`src/common/tlir_params.svh`:
```
// Offsets, field layouts, reset values of the interrupt router
`ifndef TLIR_PARAMS_SVH
`define TLIR_PARAMS_SVH
`define TLIR_OFF_NORMAL_PEND   12'h000
`define TLIR_OFF_MASK          12'h004
`define TLIR_OFF_ROUTE         12'h008
`define TLIR_OFF_IDLE_CTRL     12'h00C
`define TLIR_OFF_FAST_PEND     12'h010
`define TLIR_OFF_COMB_PEND     12'h014
`define TLIR_OFF_EVT_STATUS    12'h018
`define TLIR_OFF_EVT_MASK      12'h01C
`define TLIR_SRC_BITS          32'hFFFE7F00
`define TLIR_REG_RESET         32'h00000000
`define TLIR_IDLE_APPLY_BIT    0
`define TLIR_EVT_NORMAL_BIT    0
`define TLIR_EVT_FAST_BIT      1
`define TLIR_EVT_WAKE_BIT      2
`define TLIR_EVT_WIDTH         3
`endif

```
`src/common/tlir_pkg.sv`:
```
// Types and helper functions of the interrupt router
package tlir_pkg;
  `include "tlir_params.svh"

  typedef struct packed {
    logic        psel;
    logic        penable;
    logic        pwrite;
    logic [11:0] paddr;
    logic [31:0] pwdata;
  } tlir_apb_req_type;

  typedef struct packed {
    logic [31:0] mask;
    logic [31:0] route;
    logic        idle_apply;
  } tlir_ctrl_type;

  typedef struct packed {
    logic [31:0] normal;
    logic [31:0] fast;
    logic [31:0] comb;
  } tlir_pend_type;

  function automatic logic [31:0] tlir_src_only(input logic [31:0] v);
    tlir_src_only = v & `TLIR_SRC_BITS;
  endfunction : tlir_src_only

  function automatic logic tlir_addr_ok(input logic [11:0] a);
    tlir_addr_ok = (a == `TLIR_OFF_NORMAL_PEND) || (a == `TLIR_OFF_MASK)
                || (a == `TLIR_OFF_ROUTE) || (a == `TLIR_OFF_IDLE_CTRL)
                || (a == `TLIR_OFF_FAST_PEND) || (a == `TLIR_OFF_COMB_PEND)
                || (a == `TLIR_OFF_EVT_STATUS) || (a == `TLIR_OFF_EVT_MASK);
  endfunction : tlir_addr_ok
endpackage : tlir_pkg

```
`src/core/tlir_apb_port.sv`:
```
// APB slave port: zero wait state, registered read data and error
`timescale 1ns/1ns
module tlir_apb_port
  import tlir_pkg::*;
(
  input  wire logic             pclk,
  input  wire logic             presetn,
  input  wire tlir_apb_req_type req,
  input  wire logic [31:0]      rd_data,
  output logic                  wr_en,
  output logic [31:0]           prdata,
  output logic                  pready,
  output logic                  pslverr
);
  logic        pready_r;
  logic        pready_nxt;
  logic [31:0] prdata_r;
  logic [31:0] prdata_nxt;
  logic        pslverr_r;
  logic        pslverr_nxt;
  logic        setup;

  always_comb
  begin
    setup       = req.psel && !req.penable;
    pready_nxt  = setup;
    prdata_nxt  = prdata_r;
    pslverr_nxt = 1'b0;
    if (setup)
    begin
      prdata_nxt  = (!req.pwrite && tlir_addr_ok(req.paddr)) ? rd_data : 32'h00000000;
      pslverr_nxt = !tlir_addr_ok(req.paddr);
    end
  end

  always_ff @(posedge pclk or negedge presetn)
  begin
    if (!presetn)
    begin
      pready_r  <= 1'b0;
      prdata_r  <= 32'h00000000;
      pslverr_r <= 1'b0;
    end
    else
    begin
      pready_r  <= pready_nxt;
      prdata_r  <= prdata_nxt;
      pslverr_r <= pslverr_nxt;
    end
  end

  assign wr_en   = req.psel && req.penable && pready_r && req.pwrite && !pslverr_r;
  assign prdata  = prdata_r;
  assign pready  = pready_r;
  assign pslverr = pslverr_r;
endmodule : tlir_apb_port

```
`src/core/tlir_route.sv`:
```
// Pending views and processor request lines
`timescale 1ns/1ns
module tlir_route
  import tlir_pkg::*;
(
  input  wire logic          pclk,
  input  wire logic          presetn,
  input  wire logic [31:0]   src_req,
  input  wire tlir_ctrl_type ctrl,
  output tlir_pend_type      pend,
  output logic               irq_out,
  output logic               fiq_out
);
  tlir_pend_type pend_r;
  tlir_pend_type pend_nxt;
  logic          irq_r;
  logic          irq_nxt;
  logic          fiq_r;
  logic          fiq_nxt;
  logic [31:0]   live;

  always_comb
  begin
    live            = tlir_src_only(src_req);
    pend_nxt.normal = live & ~ctrl.route;
    pend_nxt.fast   = live & ctrl.route;
    pend_nxt.comb   = pend_nxt.normal | pend_nxt.fast;
    irq_nxt         = |(pend_nxt.normal & ctrl.mask);
    fiq_nxt         = |(pend_nxt.fast & ctrl.mask);
  end

  always_ff @(posedge pclk or negedge presetn)
  begin
    if (!presetn)
    begin
      pend_r <= '0;
      irq_r  <= 1'b0;
      fiq_r  <= 1'b0;
    end
    else
    begin
      pend_r <= pend_nxt;
      irq_r  <= irq_nxt;
      fiq_r  <= fiq_nxt;
    end
  end

  assign pend    = pend_r;
  assign irq_out = irq_r;
  assign fiq_out = fiq_r;
endmodule : tlir_route

```
`src/core/tlir_top.sv`:
```
// Two-level interrupt router top with APB registers
`timescale 1ns/1ns
`include "tlir_params.svh"
module tlir_top
  import tlir_pkg::*;
(
  input  wire logic        pclk,
  input  wire logic        presetn,
  input  wire logic        psel,
  input  wire logic        penable,
  input  wire logic        pwrite,
  input  wire logic [11:0] paddr,
  input  wire logic [31:0] pwdata,
  output logic [31:0]      prdata,
  output logic             pready,
  output logic             pslverr,
  input  wire logic [31:0] src_req,
  input  wire logic        idle_mode,
  output logic             normal_irq,
  output logic             fast_irq,
  output logic             wake_req,
  output logic             evt_irq
);
  tlir_apb_req_type req;
  tlir_ctrl_type    ctrl_r;
  tlir_ctrl_type    ctrl_nxt;
  tlir_pend_type    pend;
  logic             wr_en;
  logic [31:0]      rd_data;
  logic [`TLIR_EVT_WIDTH-1:0] evt_stat_r;
  logic [`TLIR_EVT_WIDTH-1:0] evt_stat_nxt;
  logic [`TLIR_EVT_WIDTH-1:0] evt_mask_r;
  logic [`TLIR_EVT_WIDTH-1:0] evt_mask_nxt;
  logic [`TLIR_EVT_WIDTH-1:0] evt_set;
  logic [`TLIR_EVT_WIDTH-1:0] evt_clr;
  logic             evt_irq_r;
  logic             evt_irq_nxt;
  logic             wake_r;
  logic             wake_nxt;
  logic [31:0]      prev_normal_r;
  logic [31:0]      prev_fast_r;
  logic             route_irq;
  logic             route_fiq;
  logic [31:0]      wake_srcs;
  logic [31:0]      prev_normal_nxt;
  logic [31:0]      prev_fast_nxt;
  logic             mask_wr;
  logic             route_wr;
  logic             idle_wr;
  logic             evt_stat_wr;
  logic             evt_mask_wr;

  // Write strobe of one register offset
  function automatic logic tlir_wr_hit(input logic en, input logic [11:0] a, input logic [11:0] off);
    tlir_wr_hit = en && (a == off);
  endfunction : tlir_wr_hit

  // Any bit set now that was clear before
  function automatic logic tlir_rise(input logic [31:0] now_v, input logic [31:0] was_v);
    tlir_rise = |(now_v & ~was_v);
  endfunction : tlir_rise

  // Bus request bundle
  always_comb
  begin
    req.psel    = psel;
    req.penable = penable;
    req.pwrite  = pwrite;
    req.paddr   = paddr;
    req.pwdata  = pwdata;
  end

  tlir_apb_port u_port
  (
    .pclk    (pclk),
    .presetn (presetn),
    .req     (req),
    .rd_data (rd_data),
    .wr_en   (wr_en),
    .prdata  (prdata),
    .pready  (pready),
    .pslverr (pslverr)
  );

  tlir_route u_route
  (
    .pclk    (pclk),
    .presetn (presetn),
    .src_req (src_req),
    .ctrl    (ctrl_r),
    .pend    (pend),
    .irq_out (route_irq),
    .fiq_out (route_fiq)
  );

  // Per-register write strobes
  always_comb
  begin
    mask_wr     = tlir_wr_hit(wr_en, paddr, `TLIR_OFF_MASK);
    route_wr    = tlir_wr_hit(wr_en, paddr, `TLIR_OFF_ROUTE);
    idle_wr     = tlir_wr_hit(wr_en, paddr, `TLIR_OFF_IDLE_CTRL);
    evt_stat_wr = tlir_wr_hit(wr_en, paddr, `TLIR_OFF_EVT_STATUS);
    evt_mask_wr = tlir_wr_hit(wr_en, paddr, `TLIR_OFF_EVT_MASK);
  end

  // Control register writes
  always_comb
  begin
    ctrl_nxt = ctrl_r;
    if (mask_wr)
    begin
      ctrl_nxt.mask = tlir_src_only(pwdata);
    end
    if (route_wr)
    begin
      ctrl_nxt.route = tlir_src_only(pwdata);
    end
    if (idle_wr)
    begin
      ctrl_nxt.idle_apply = pwdata[`TLIR_IDLE_APPLY_BIT];
    end
  end

  always_ff @(posedge pclk or negedge presetn)
  begin
    if (!presetn)
    begin
      ctrl_r.mask       <= `TLIR_REG_RESET;
      ctrl_r.route      <= `TLIR_REG_RESET;
      ctrl_r.idle_apply <= 1'b0;
    end
    else
    begin
      ctrl_r <= ctrl_nxt;
    end
  end

  // Read mux
  always_comb
  begin
    case (paddr)
      `TLIR_OFF_NORMAL_PEND:
        rd_data = pend.normal;
      `TLIR_OFF_FAST_PEND:
        rd_data = pend.fast;
      `TLIR_OFF_COMB_PEND:
        rd_data = pend.comb;
      `TLIR_OFF_MASK:
        rd_data = ctrl_r.mask;
      `TLIR_OFF_ROUTE:
        rd_data = ctrl_r.route;
      `TLIR_OFF_IDLE_CTRL:
        rd_data = {31'h00000000, ctrl_r.idle_apply};
      `TLIR_OFF_EVT_STATUS:
        rd_data = {29'h00000000, evt_stat_r};
      `TLIR_OFF_EVT_MASK:
        rd_data = {29'h00000000, evt_mask_r};
      default:
        rd_data = 32'h00000000;
    endcase
  end

  // Idle wake qualification
  always_comb
  begin
    if (ctrl_r.idle_apply)
    begin
      wake_srcs = pend.comb & ctrl_r.mask;
    end
    else
    begin
      wake_srcs = pend.comb;
    end
    wake_nxt = idle_mode && (|wake_srcs);
  end

  // Wake request register
  always_ff @(posedge pclk or negedge presetn)
  begin
    if (!presetn)
    begin
      wake_r <= 1'b0;
    end
    else
    begin
      wake_r <= wake_nxt;
    end
  end

  // Pending history for rise detection
  always_comb
  begin
    prev_normal_nxt = pend.normal;
    prev_fast_nxt   = pend.fast;
  end

  // History registers
  always_ff @(posedge pclk or negedge presetn)
  begin
    if (!presetn)
    begin
      prev_normal_r <= `TLIR_REG_RESET;
      prev_fast_r   <= `TLIR_REG_RESET;
    end
    else
    begin
      prev_normal_r <= prev_normal_nxt;
      prev_fast_r   <= prev_fast_nxt;
    end
  end

  // Rises of the normal and fast pending views and of wake
  always_comb
  begin
    evt_set                       = '0;
    evt_set[`TLIR_EVT_NORMAL_BIT] = tlir_rise(pend.normal, prev_normal_r);
    evt_set[`TLIR_EVT_FAST_BIT]   = tlir_rise(pend.fast, prev_fast_r);
    evt_set[`TLIR_EVT_WAKE_BIT]   = tlir_rise({31'h00000000, wake_nxt}, {31'h00000000, wake_r});
  end

  // Event mask next value
  always_comb
  begin
    evt_mask_nxt = evt_mask_r;
    if (evt_mask_wr)
    begin
      evt_mask_nxt = pwdata[`TLIR_EVT_WIDTH-1:0];
    end
  end

  // Event mask register
  always_ff @(posedge pclk or negedge presetn)
  begin
    if (!presetn)
    begin
      evt_mask_r <= '0;
    end
    else
    begin
      evt_mask_r <= evt_mask_nxt;
    end
  end

  // Sticky event status, set wins over clear
  always_comb
  begin
    evt_clr = '0;
    if (evt_stat_wr)
    begin
      evt_clr = pwdata[`TLIR_EVT_WIDTH-1:0];
    end
    evt_stat_nxt = (evt_stat_r & ~evt_clr) | evt_set;
  end

  // Event status register
  always_ff @(posedge pclk or negedge presetn)
  begin
    if (!presetn)
    begin
      evt_stat_r <= '0;
    end
    else
    begin
      evt_stat_r <= evt_stat_nxt;
    end
  end

  // Event interrupt level
  always_comb
  begin
    evt_irq_nxt = |(evt_stat_nxt & evt_mask_nxt);
  end

  // Event interrupt register
  always_ff @(posedge pclk or negedge presetn)
  begin
    if (!presetn)
    begin
      evt_irq_r <= 1'b0;
    end
    else
    begin
      evt_irq_r <= evt_irq_nxt;
    end
  end

  // Both lines driven independently; the core ranks fast first
  assign normal_irq = route_irq;
  assign fast_irq   = route_fiq;
  assign wake_req   = wake_r;
  assign evt_irq    = evt_irq_r;
endmodule : tlir_top

```
`config.mk`:
```
export PLATFORM = sky130hd
export DESIGN_NAME = tlir_top
export DESIGN_NICKNAME = d
export VERILOG_FILES = /design/src/common/tlir_pkg.sv /design/src/core/tlir_apb_port.sv /design/src/core/tlir_route.sv /design/src/core/tlir_top.sv
export VERILOG_INCLUDE_DIRS = /design/src /design/src/common
export SDC_FILE = /design/constraint.sdc
export NUM_CORES = 1
export LEC_CHECK = 0
export ABC_CLOCK_PERIOD_IN_PS = 2000
export BUFFER_PORTS_ARGS = -buffer_cell sky130_fd_sc_hd__buf_2
export CORE_UTILIZATION = 57
export CTS_CLUSTER_SIZE = 25
export DETAILED_ROUTE_END_ITERATION = 8
export PLACE_DENSITY_LB_ADDON = 0.1
export SLEW_MARGIN = 20
export SYNTH_ARGS = -nofsm -noshare
export SYNTH_HDL_FRONTEND = slang
export SYNTH_SLANG_ARGS = --single-unit
```
`constraint.sdc`:
```
create_clock -name pclk -period 2 [get_ports pclk]
set_clock_uncertainty 0.05 [all_clocks]
set_input_delay 0.1 -clock pclk [delete_from_list [all_inputs] [get_ports pclk]]
set_output_delay 0.1 -clock pclk [all_outputs]
set_load 0.05 [all_outputs]
```
# After elaboration in Yosys (flattened, before gate mapping)
# Index checks and enable logic that the tools add are counted.
[classes]
n_eq_ne = 7
muxes = 6
n_bitwise = 17
n_reduce_logical = 31
[op_table]
columns = ["cell", "n"]
rows = [
  ["32-bit one-hot mux with 8 select lines", 1],
  ["32-bit bitwise AND", 7],
  ["32-bit OR reduction", 6],
  ["32-bit NOT", 3],
  ["32-bit two-way mux", 2],
  ["12-bit by 5-bit equality test with 1-bit output, second input constant", 4],
  ["1-bit by 32-bit bitwise AND with 32-bit output", 1],
  ["1-bit NOT with 32-bit output", 1],
  ["32-bit OR", 1],
  ["12-bit by 4-bit equality test with 1-bit output, second input constant", 2],
  ["12-bit by 3-bit equality test with 1-bit output, second input constant", 1],
  ["1-bit logical AND", 12],
  ["12-bit zero test", 1],
  ["1-bit logical OR", 7],
  ["3-bit bitwise AND", 2],
  ["3-bit two-way mux", 2],
  ["1-bit zero test", 4],
  ["3-bit NOT", 1],
  ["3-bit OR", 1],
  ["3-bit OR reduction", 1],
  ["1-bit two-way mux", 1],
]
[word_totals]
regBits = 249
in_bits = 82
out_inout_bits = 38
wordCells = 78

# Logic depth before layout (Yosys ltp)
[logic_depth]
depth_word = 11
ltp_mapped = 7

# By module
# A second synthesis with hierarchy kept.
[hier_totals]
cells_unflattened = 806
hier_area_um2 = 9315.2
[modules_own_cells]
columns = ["mod", "instances", "cells_per_inst", "area_per_inst_um2", "seq_area_each_um2"]
rows = [
  ["tlir_top", 1, 472, 5237.5, 2927.8],
  ["tlir_route", 1, 217, 2616.3, 1701.6],
  ["tlir_apb_port", 1, 117, 1461.4, 850.8],
]

# Worst setup path before layout
# No wires, ideal clock.
[synth_timing]
kind = "register -> register"
startpoint = "reg u_port.pready_r, in the netlist u_port.pready"
endpoint = "reg evt_irq_r, in the netlist evt_irq"
setup_ns = 0.126
arrival_ns = 1.813
t_required_ns = 1.824
slack_ns = 0.011
path_stages_with_launch = 7
n_path_buf = 0
period_less_slack_ns = 1.989
path_cell_list = "dfrtp_1 > nand4_1 > nor2_1 > nand3_1 > mux2_2 > a21boi_1 > a221o_1"
[synth_between]
elab_cells_between_ends = 12
classes_between = "2 x mux; 4 x bitwise; 6 x reduce/logical"
[synth_lines]
columns = ["element", "line", "text"]
rows = [
  ["start: declaration", "tlir_apb_port.sv:15", "logic pready_r;"],
  ["start signal: assignment", "tlir_apb_port.sv:46", "pready_r <= pready_nxt;"],
  ["1-bit logical AND (3 in series)", "tlir_apb_port.sv:52", "assign wr_en = req.psel && req.penable && pready_r && req.pwrite && !pslverr_r;"],
  ["1-bit logical AND", "tlir_top.sv:55", "tlir_wr_hit = en && (a == off);"],
  ["3-bit two-way mux", "tlir_top.sv:225", "if (evt_mask_wr)"],
  ["named net evt_mask_nxt[2]", "tlir_top.sv:33", "logic [`TLIR_EVT_WIDTH-1:0] evt_mask_nxt;"],
  ["3-bit bitwise AND", "tlir_top.sv:271", "evt_irq_nxt = |(evt_stat_nxt & evt_mask_nxt);"],
  ["3-bit OR reduction", "tlir_top.sv:271", ""],
  ["named net evt_irq_nxt", "tlir_top.sv:37", "logic evt_irq_nxt;"],
  ["end signal: assignment", "tlir_top.sv:283", "evt_irq_r <= evt_irq_nxt;"],
  ["end: declaration", "tlir_top.sv:36", "logic evt_irq_r;"],
]
# The timed path passes the listed nets, and every way through them passes these cells.
# A chain may end at the register's enable or synchronous reset.

# Worst setup path after layout
[layout_timing]
startpoint = "reg u_route.pend_r, in the netlist u_route.pend[42]"
endpoint = "reg evt_irq_r, in the netlist evt_irq"
[layout_between]
elab_chain_cells = 5
[layout_lines]
columns = ["element", "line", "text"]
rows = [
  ["start: declaration", "tlir_route.sv:14", "tlir_pend_type pend_r;"],
  ["start signal: assignment", "tlir_route.sv:42", "pend_r <= pend_nxt;"],
  ["32-bit bitwise AND", "tlir_top.sv:60", "tlir_rise = |(now_v & ~was_v);"],
  ["32-bit OR reduction", "tlir_top.sv:60", ""],
  ["3-bit OR", "tlir_top.sv:252", "evt_stat_nxt = (evt_stat_r & ~evt_clr) | evt_set;"],
  ["named net evt_stat_nxt[1]", "tlir_top.sv:31", "logic [`TLIR_EVT_WIDTH-1:0] evt_stat_nxt;"],
  ["3-bit bitwise AND", "tlir_top.sv:271", ""],
  ["3-bit OR reduction", "tlir_top.sv:271", ""],
  ["named net evt_irq_nxt", "tlir_top.sv:37", ""],
]
# The timed path passes the listed nets, and every way through them passes these cells.

==> results.cfg <==
[route]
via_count = 5926
ant_nets = 0
wl_per_cell_um = 21.1
drt_wl_total_mm = 21.6
drt-initial-drc-count = 434
via_per_inst = 5.80
drtPass1Iterations = 5
drc = 0

[layout]
layoutNonFillerInstCount = 1022
final_common_cell = dfrtp_1
mostFrequentLayoutCells = dfrtp_1, buf_2, dlygate4sd3_1, buf_4, inv_1
fin_util_pct = 75.1
fin_nets = 914
drive_above_1_share_pct = 26.5
synthToLayoutAreaGrowth_pct = 27.3
design_area_sq_um = 10100

[run_status]
status = finished, violations left
violations = setup timing

[sta]
hold-worst-slack_ps = 38.7
grt_setup_unrepaired = true
tns_ps = -103
fin_ws_ps = -103
finalCritPeriodShare_pct = 105
worst_slew_pin_slew_ps = 638
final_hold_viol_count = 0
fin_crit_ps = 2100
final_max_slew_viol_count = 0
maxSlewHeadroom_pct = 57.5
finalSetupViolCount = 1
fmax_ghz = 0.476

[logic_synthesis]
synth_edf_count = 0
synth_area_leader_cell = dfrtp_1
yosysSeqAreaShare_pct = 60.8
synthArstFlopShare_pct = 100
synthCells = 659
synthFlopType = dfrtp_1
syn_avg_cell_area_sq_um = 12.0
yosysUniqueCellTypes = 45
yosys_warnings = 0
ys_ff_latch = 192
synth_area_leaders = dfrtp_1, mux2_2, mux2i_1, mux2_1, inv_1
synth_top_area_share_pct = 60.8
syn_area_sq_um = 7900

[floorplanning]
core_area_sq_um = 13400
floorplan.initialDensity_pct = 59.0
io_pins = 120
dieHeight_um = 120
die-area_sq_um = 14300
chipWidth_um = 120
rows = 42

[place]
postPlaceCellArea_sq_um = 8910
dp_hpwl_mm = 14.9
dp.cells = 938
io_buffer_count = 95
dp_slack_ps = -123
gp_congestion = 0.906

[cts]
cts_max_level = 4
cts-root-buf = clkbuf_16
clk_latency_ps = 440
clkSlewWorstSetupHoldPaths_ps = 70
cts.sinks = 192
cts_buffers = 17
max-clock-path-buffers = 2
cts_tree = done

[pwr]
cellLeakagePower_nw = 4.86
power_density_nw_per_um2 = 783
total_power_mw = 7.87
peakVddDrop_uv = 599

[min_path]
hold_path.class = input port to flop
min-delay-start = paddr[3]

[grt]
grt_max_degree = 78
track_usage_pct = 32.0
grt-ovfl-total = 0
grt_pass1_wl_mm = 33.2
antenna_found_initial = 0
first_global_vias = 6055

[critical_path]
critPathArrivalTime_ps = 2370
crit_path_top_delay_cell = or4_4
end_kind = flop
cp.required_ps = 2270
crit_chain = inv_1 -> o22ai_1 -> or4_4 -> nor4_4 -> buf_4 -> nand4_1 -> a221o_1
worst-path-buf-inv = 2
r2r-start = u_route.pend[42]$_DFF_PN0_
critical_path_class = flop to flop
cp_max_fo = 2
critPathMaxStageDelay_ps = 570
crit_family = simple AND/OR/NAND/NOR gates
cp-start-kind = flop
worstSetupStartpoint = u_route.pend[42]$_DFF_PN0_

[run]
maxCapViolCount = 0
==> power by group <==
group,internal (mW),switching (mW),leakage (nW),total (mW)
clock,1.87,1.52,0.277,3.39
combinational,0.204,0.277,2.08,0.481
sequential,3.95,0.0492,2.51,4.00
total,6.03,1.85,4.86,7.87
==> path summary, 6_finish.rpt <==
path | endpoint | slack [ps] | cells after the start
max in group asynchronous | u_route.pend[11]$_DFF_PN0_ | 1060 | 3
min | u_port.prdata[1]$_DFFE_PN0P_ | 40 | 3
max reg2reg | evt_irq$_DFF_PN0_ | -100 | 7
max | evt_irq$_DFF_PN0_ | -100 | 7
min reg2reg | prev_fast_r[28]$_DFF_PN0_ | 350 | 0
min in group asynchronous | prev_normal_r[18]$_DFF_PN0_ | 220 | 2
==> worst reg2reg max path, delay by kind of cell (launching register included) <==
| kind | cells | cell delay, ps |
|---|---|---|
| DFF | 1 | 380 |
| buffers and inverters | 2 | 210 |
| AOI/OAI and AO/OA | 2 | 480 |
| and+or+nand+nor | 3 | 870 |
==> cell usage after synthesis, types with 4 or more instances <==
library cell and number:
nand2_1 45, and2_1 23, mux2_2 29, dfrtp_1 192, a22o_1 10, nand3_1 6, and3_1 4, nand2b_1 24
buf_2 10, nor2_1 12, nor2b_1 22, mux2_1 20, o2bb2ai_1 18, a211oi_1 5, mux2i_1 24, nand4_1 12
buf_4 9, o21ai_0 28, a22oi_1 12, inv_1 47, clkbuf_1 32, nor4_1 4, a221oi_1 20, o22ai_1 20
==> flip-flops by register name, indices dropped and copies added (netlist names) <==
| register | flops |
|---|---|
| prev_fast_r | 22 |
| u_port.pslverr | 1 |
| u_route.irq_out | 1 |
| evt_mask_r | 3 |
| u_route.fiq_out | 1 |
| wake_req | 1 |
| evt_stat_r | 3 |
| u_port.prdata | 25 |
| u_port.pready | 1 |
| u_route.pend | 66 |
| prev_normal_r | 22 |
| ctrl_r | 45 |
| evt_irq | 1 |
==> layer usage <==
metal,vias to the layer above,GRT usage (%),wire length [um]
met5,-,0,0
met4,0,11.4,565
met3,39,8.56,1510
met2,239,52.2,10500
met1,3006,41.4,9000
li1,2642,-,-
==> cell families after synthesis <==
group	Yosys count	share of synthesized area (%)
flops	192	60.8
simple gates	164	11.7
compound gates	127	11.8
buf+inv	102	5.62
mux	73	10.0
other cells	1	0.0475
==> area by class of cell <==
class | count | area, sq um
Antenna cell | 1 | 2.50
Clock buffer | 19 | 433
Clock inverter | 13 | 155
Fill cell | 909 | 3340
Inverter | 47 | 176
Multi-Input combinational cell | 371 | 2740
Sequential cell | 192 | 4800
Tap cell | 176 | 220
Timing Repair Buffer | 203 | 1530
==> repair_timing <==
item	in CTS	in global routing
gates cloned	0	0
hold buffers	50	0
gates resized for setup	6	3
setup buffers	0	1
setup endpoints to repair	1	3
hold endpoints to repair	190	0
pin swaps	1	4
Power figures use the tool's default switching activity.
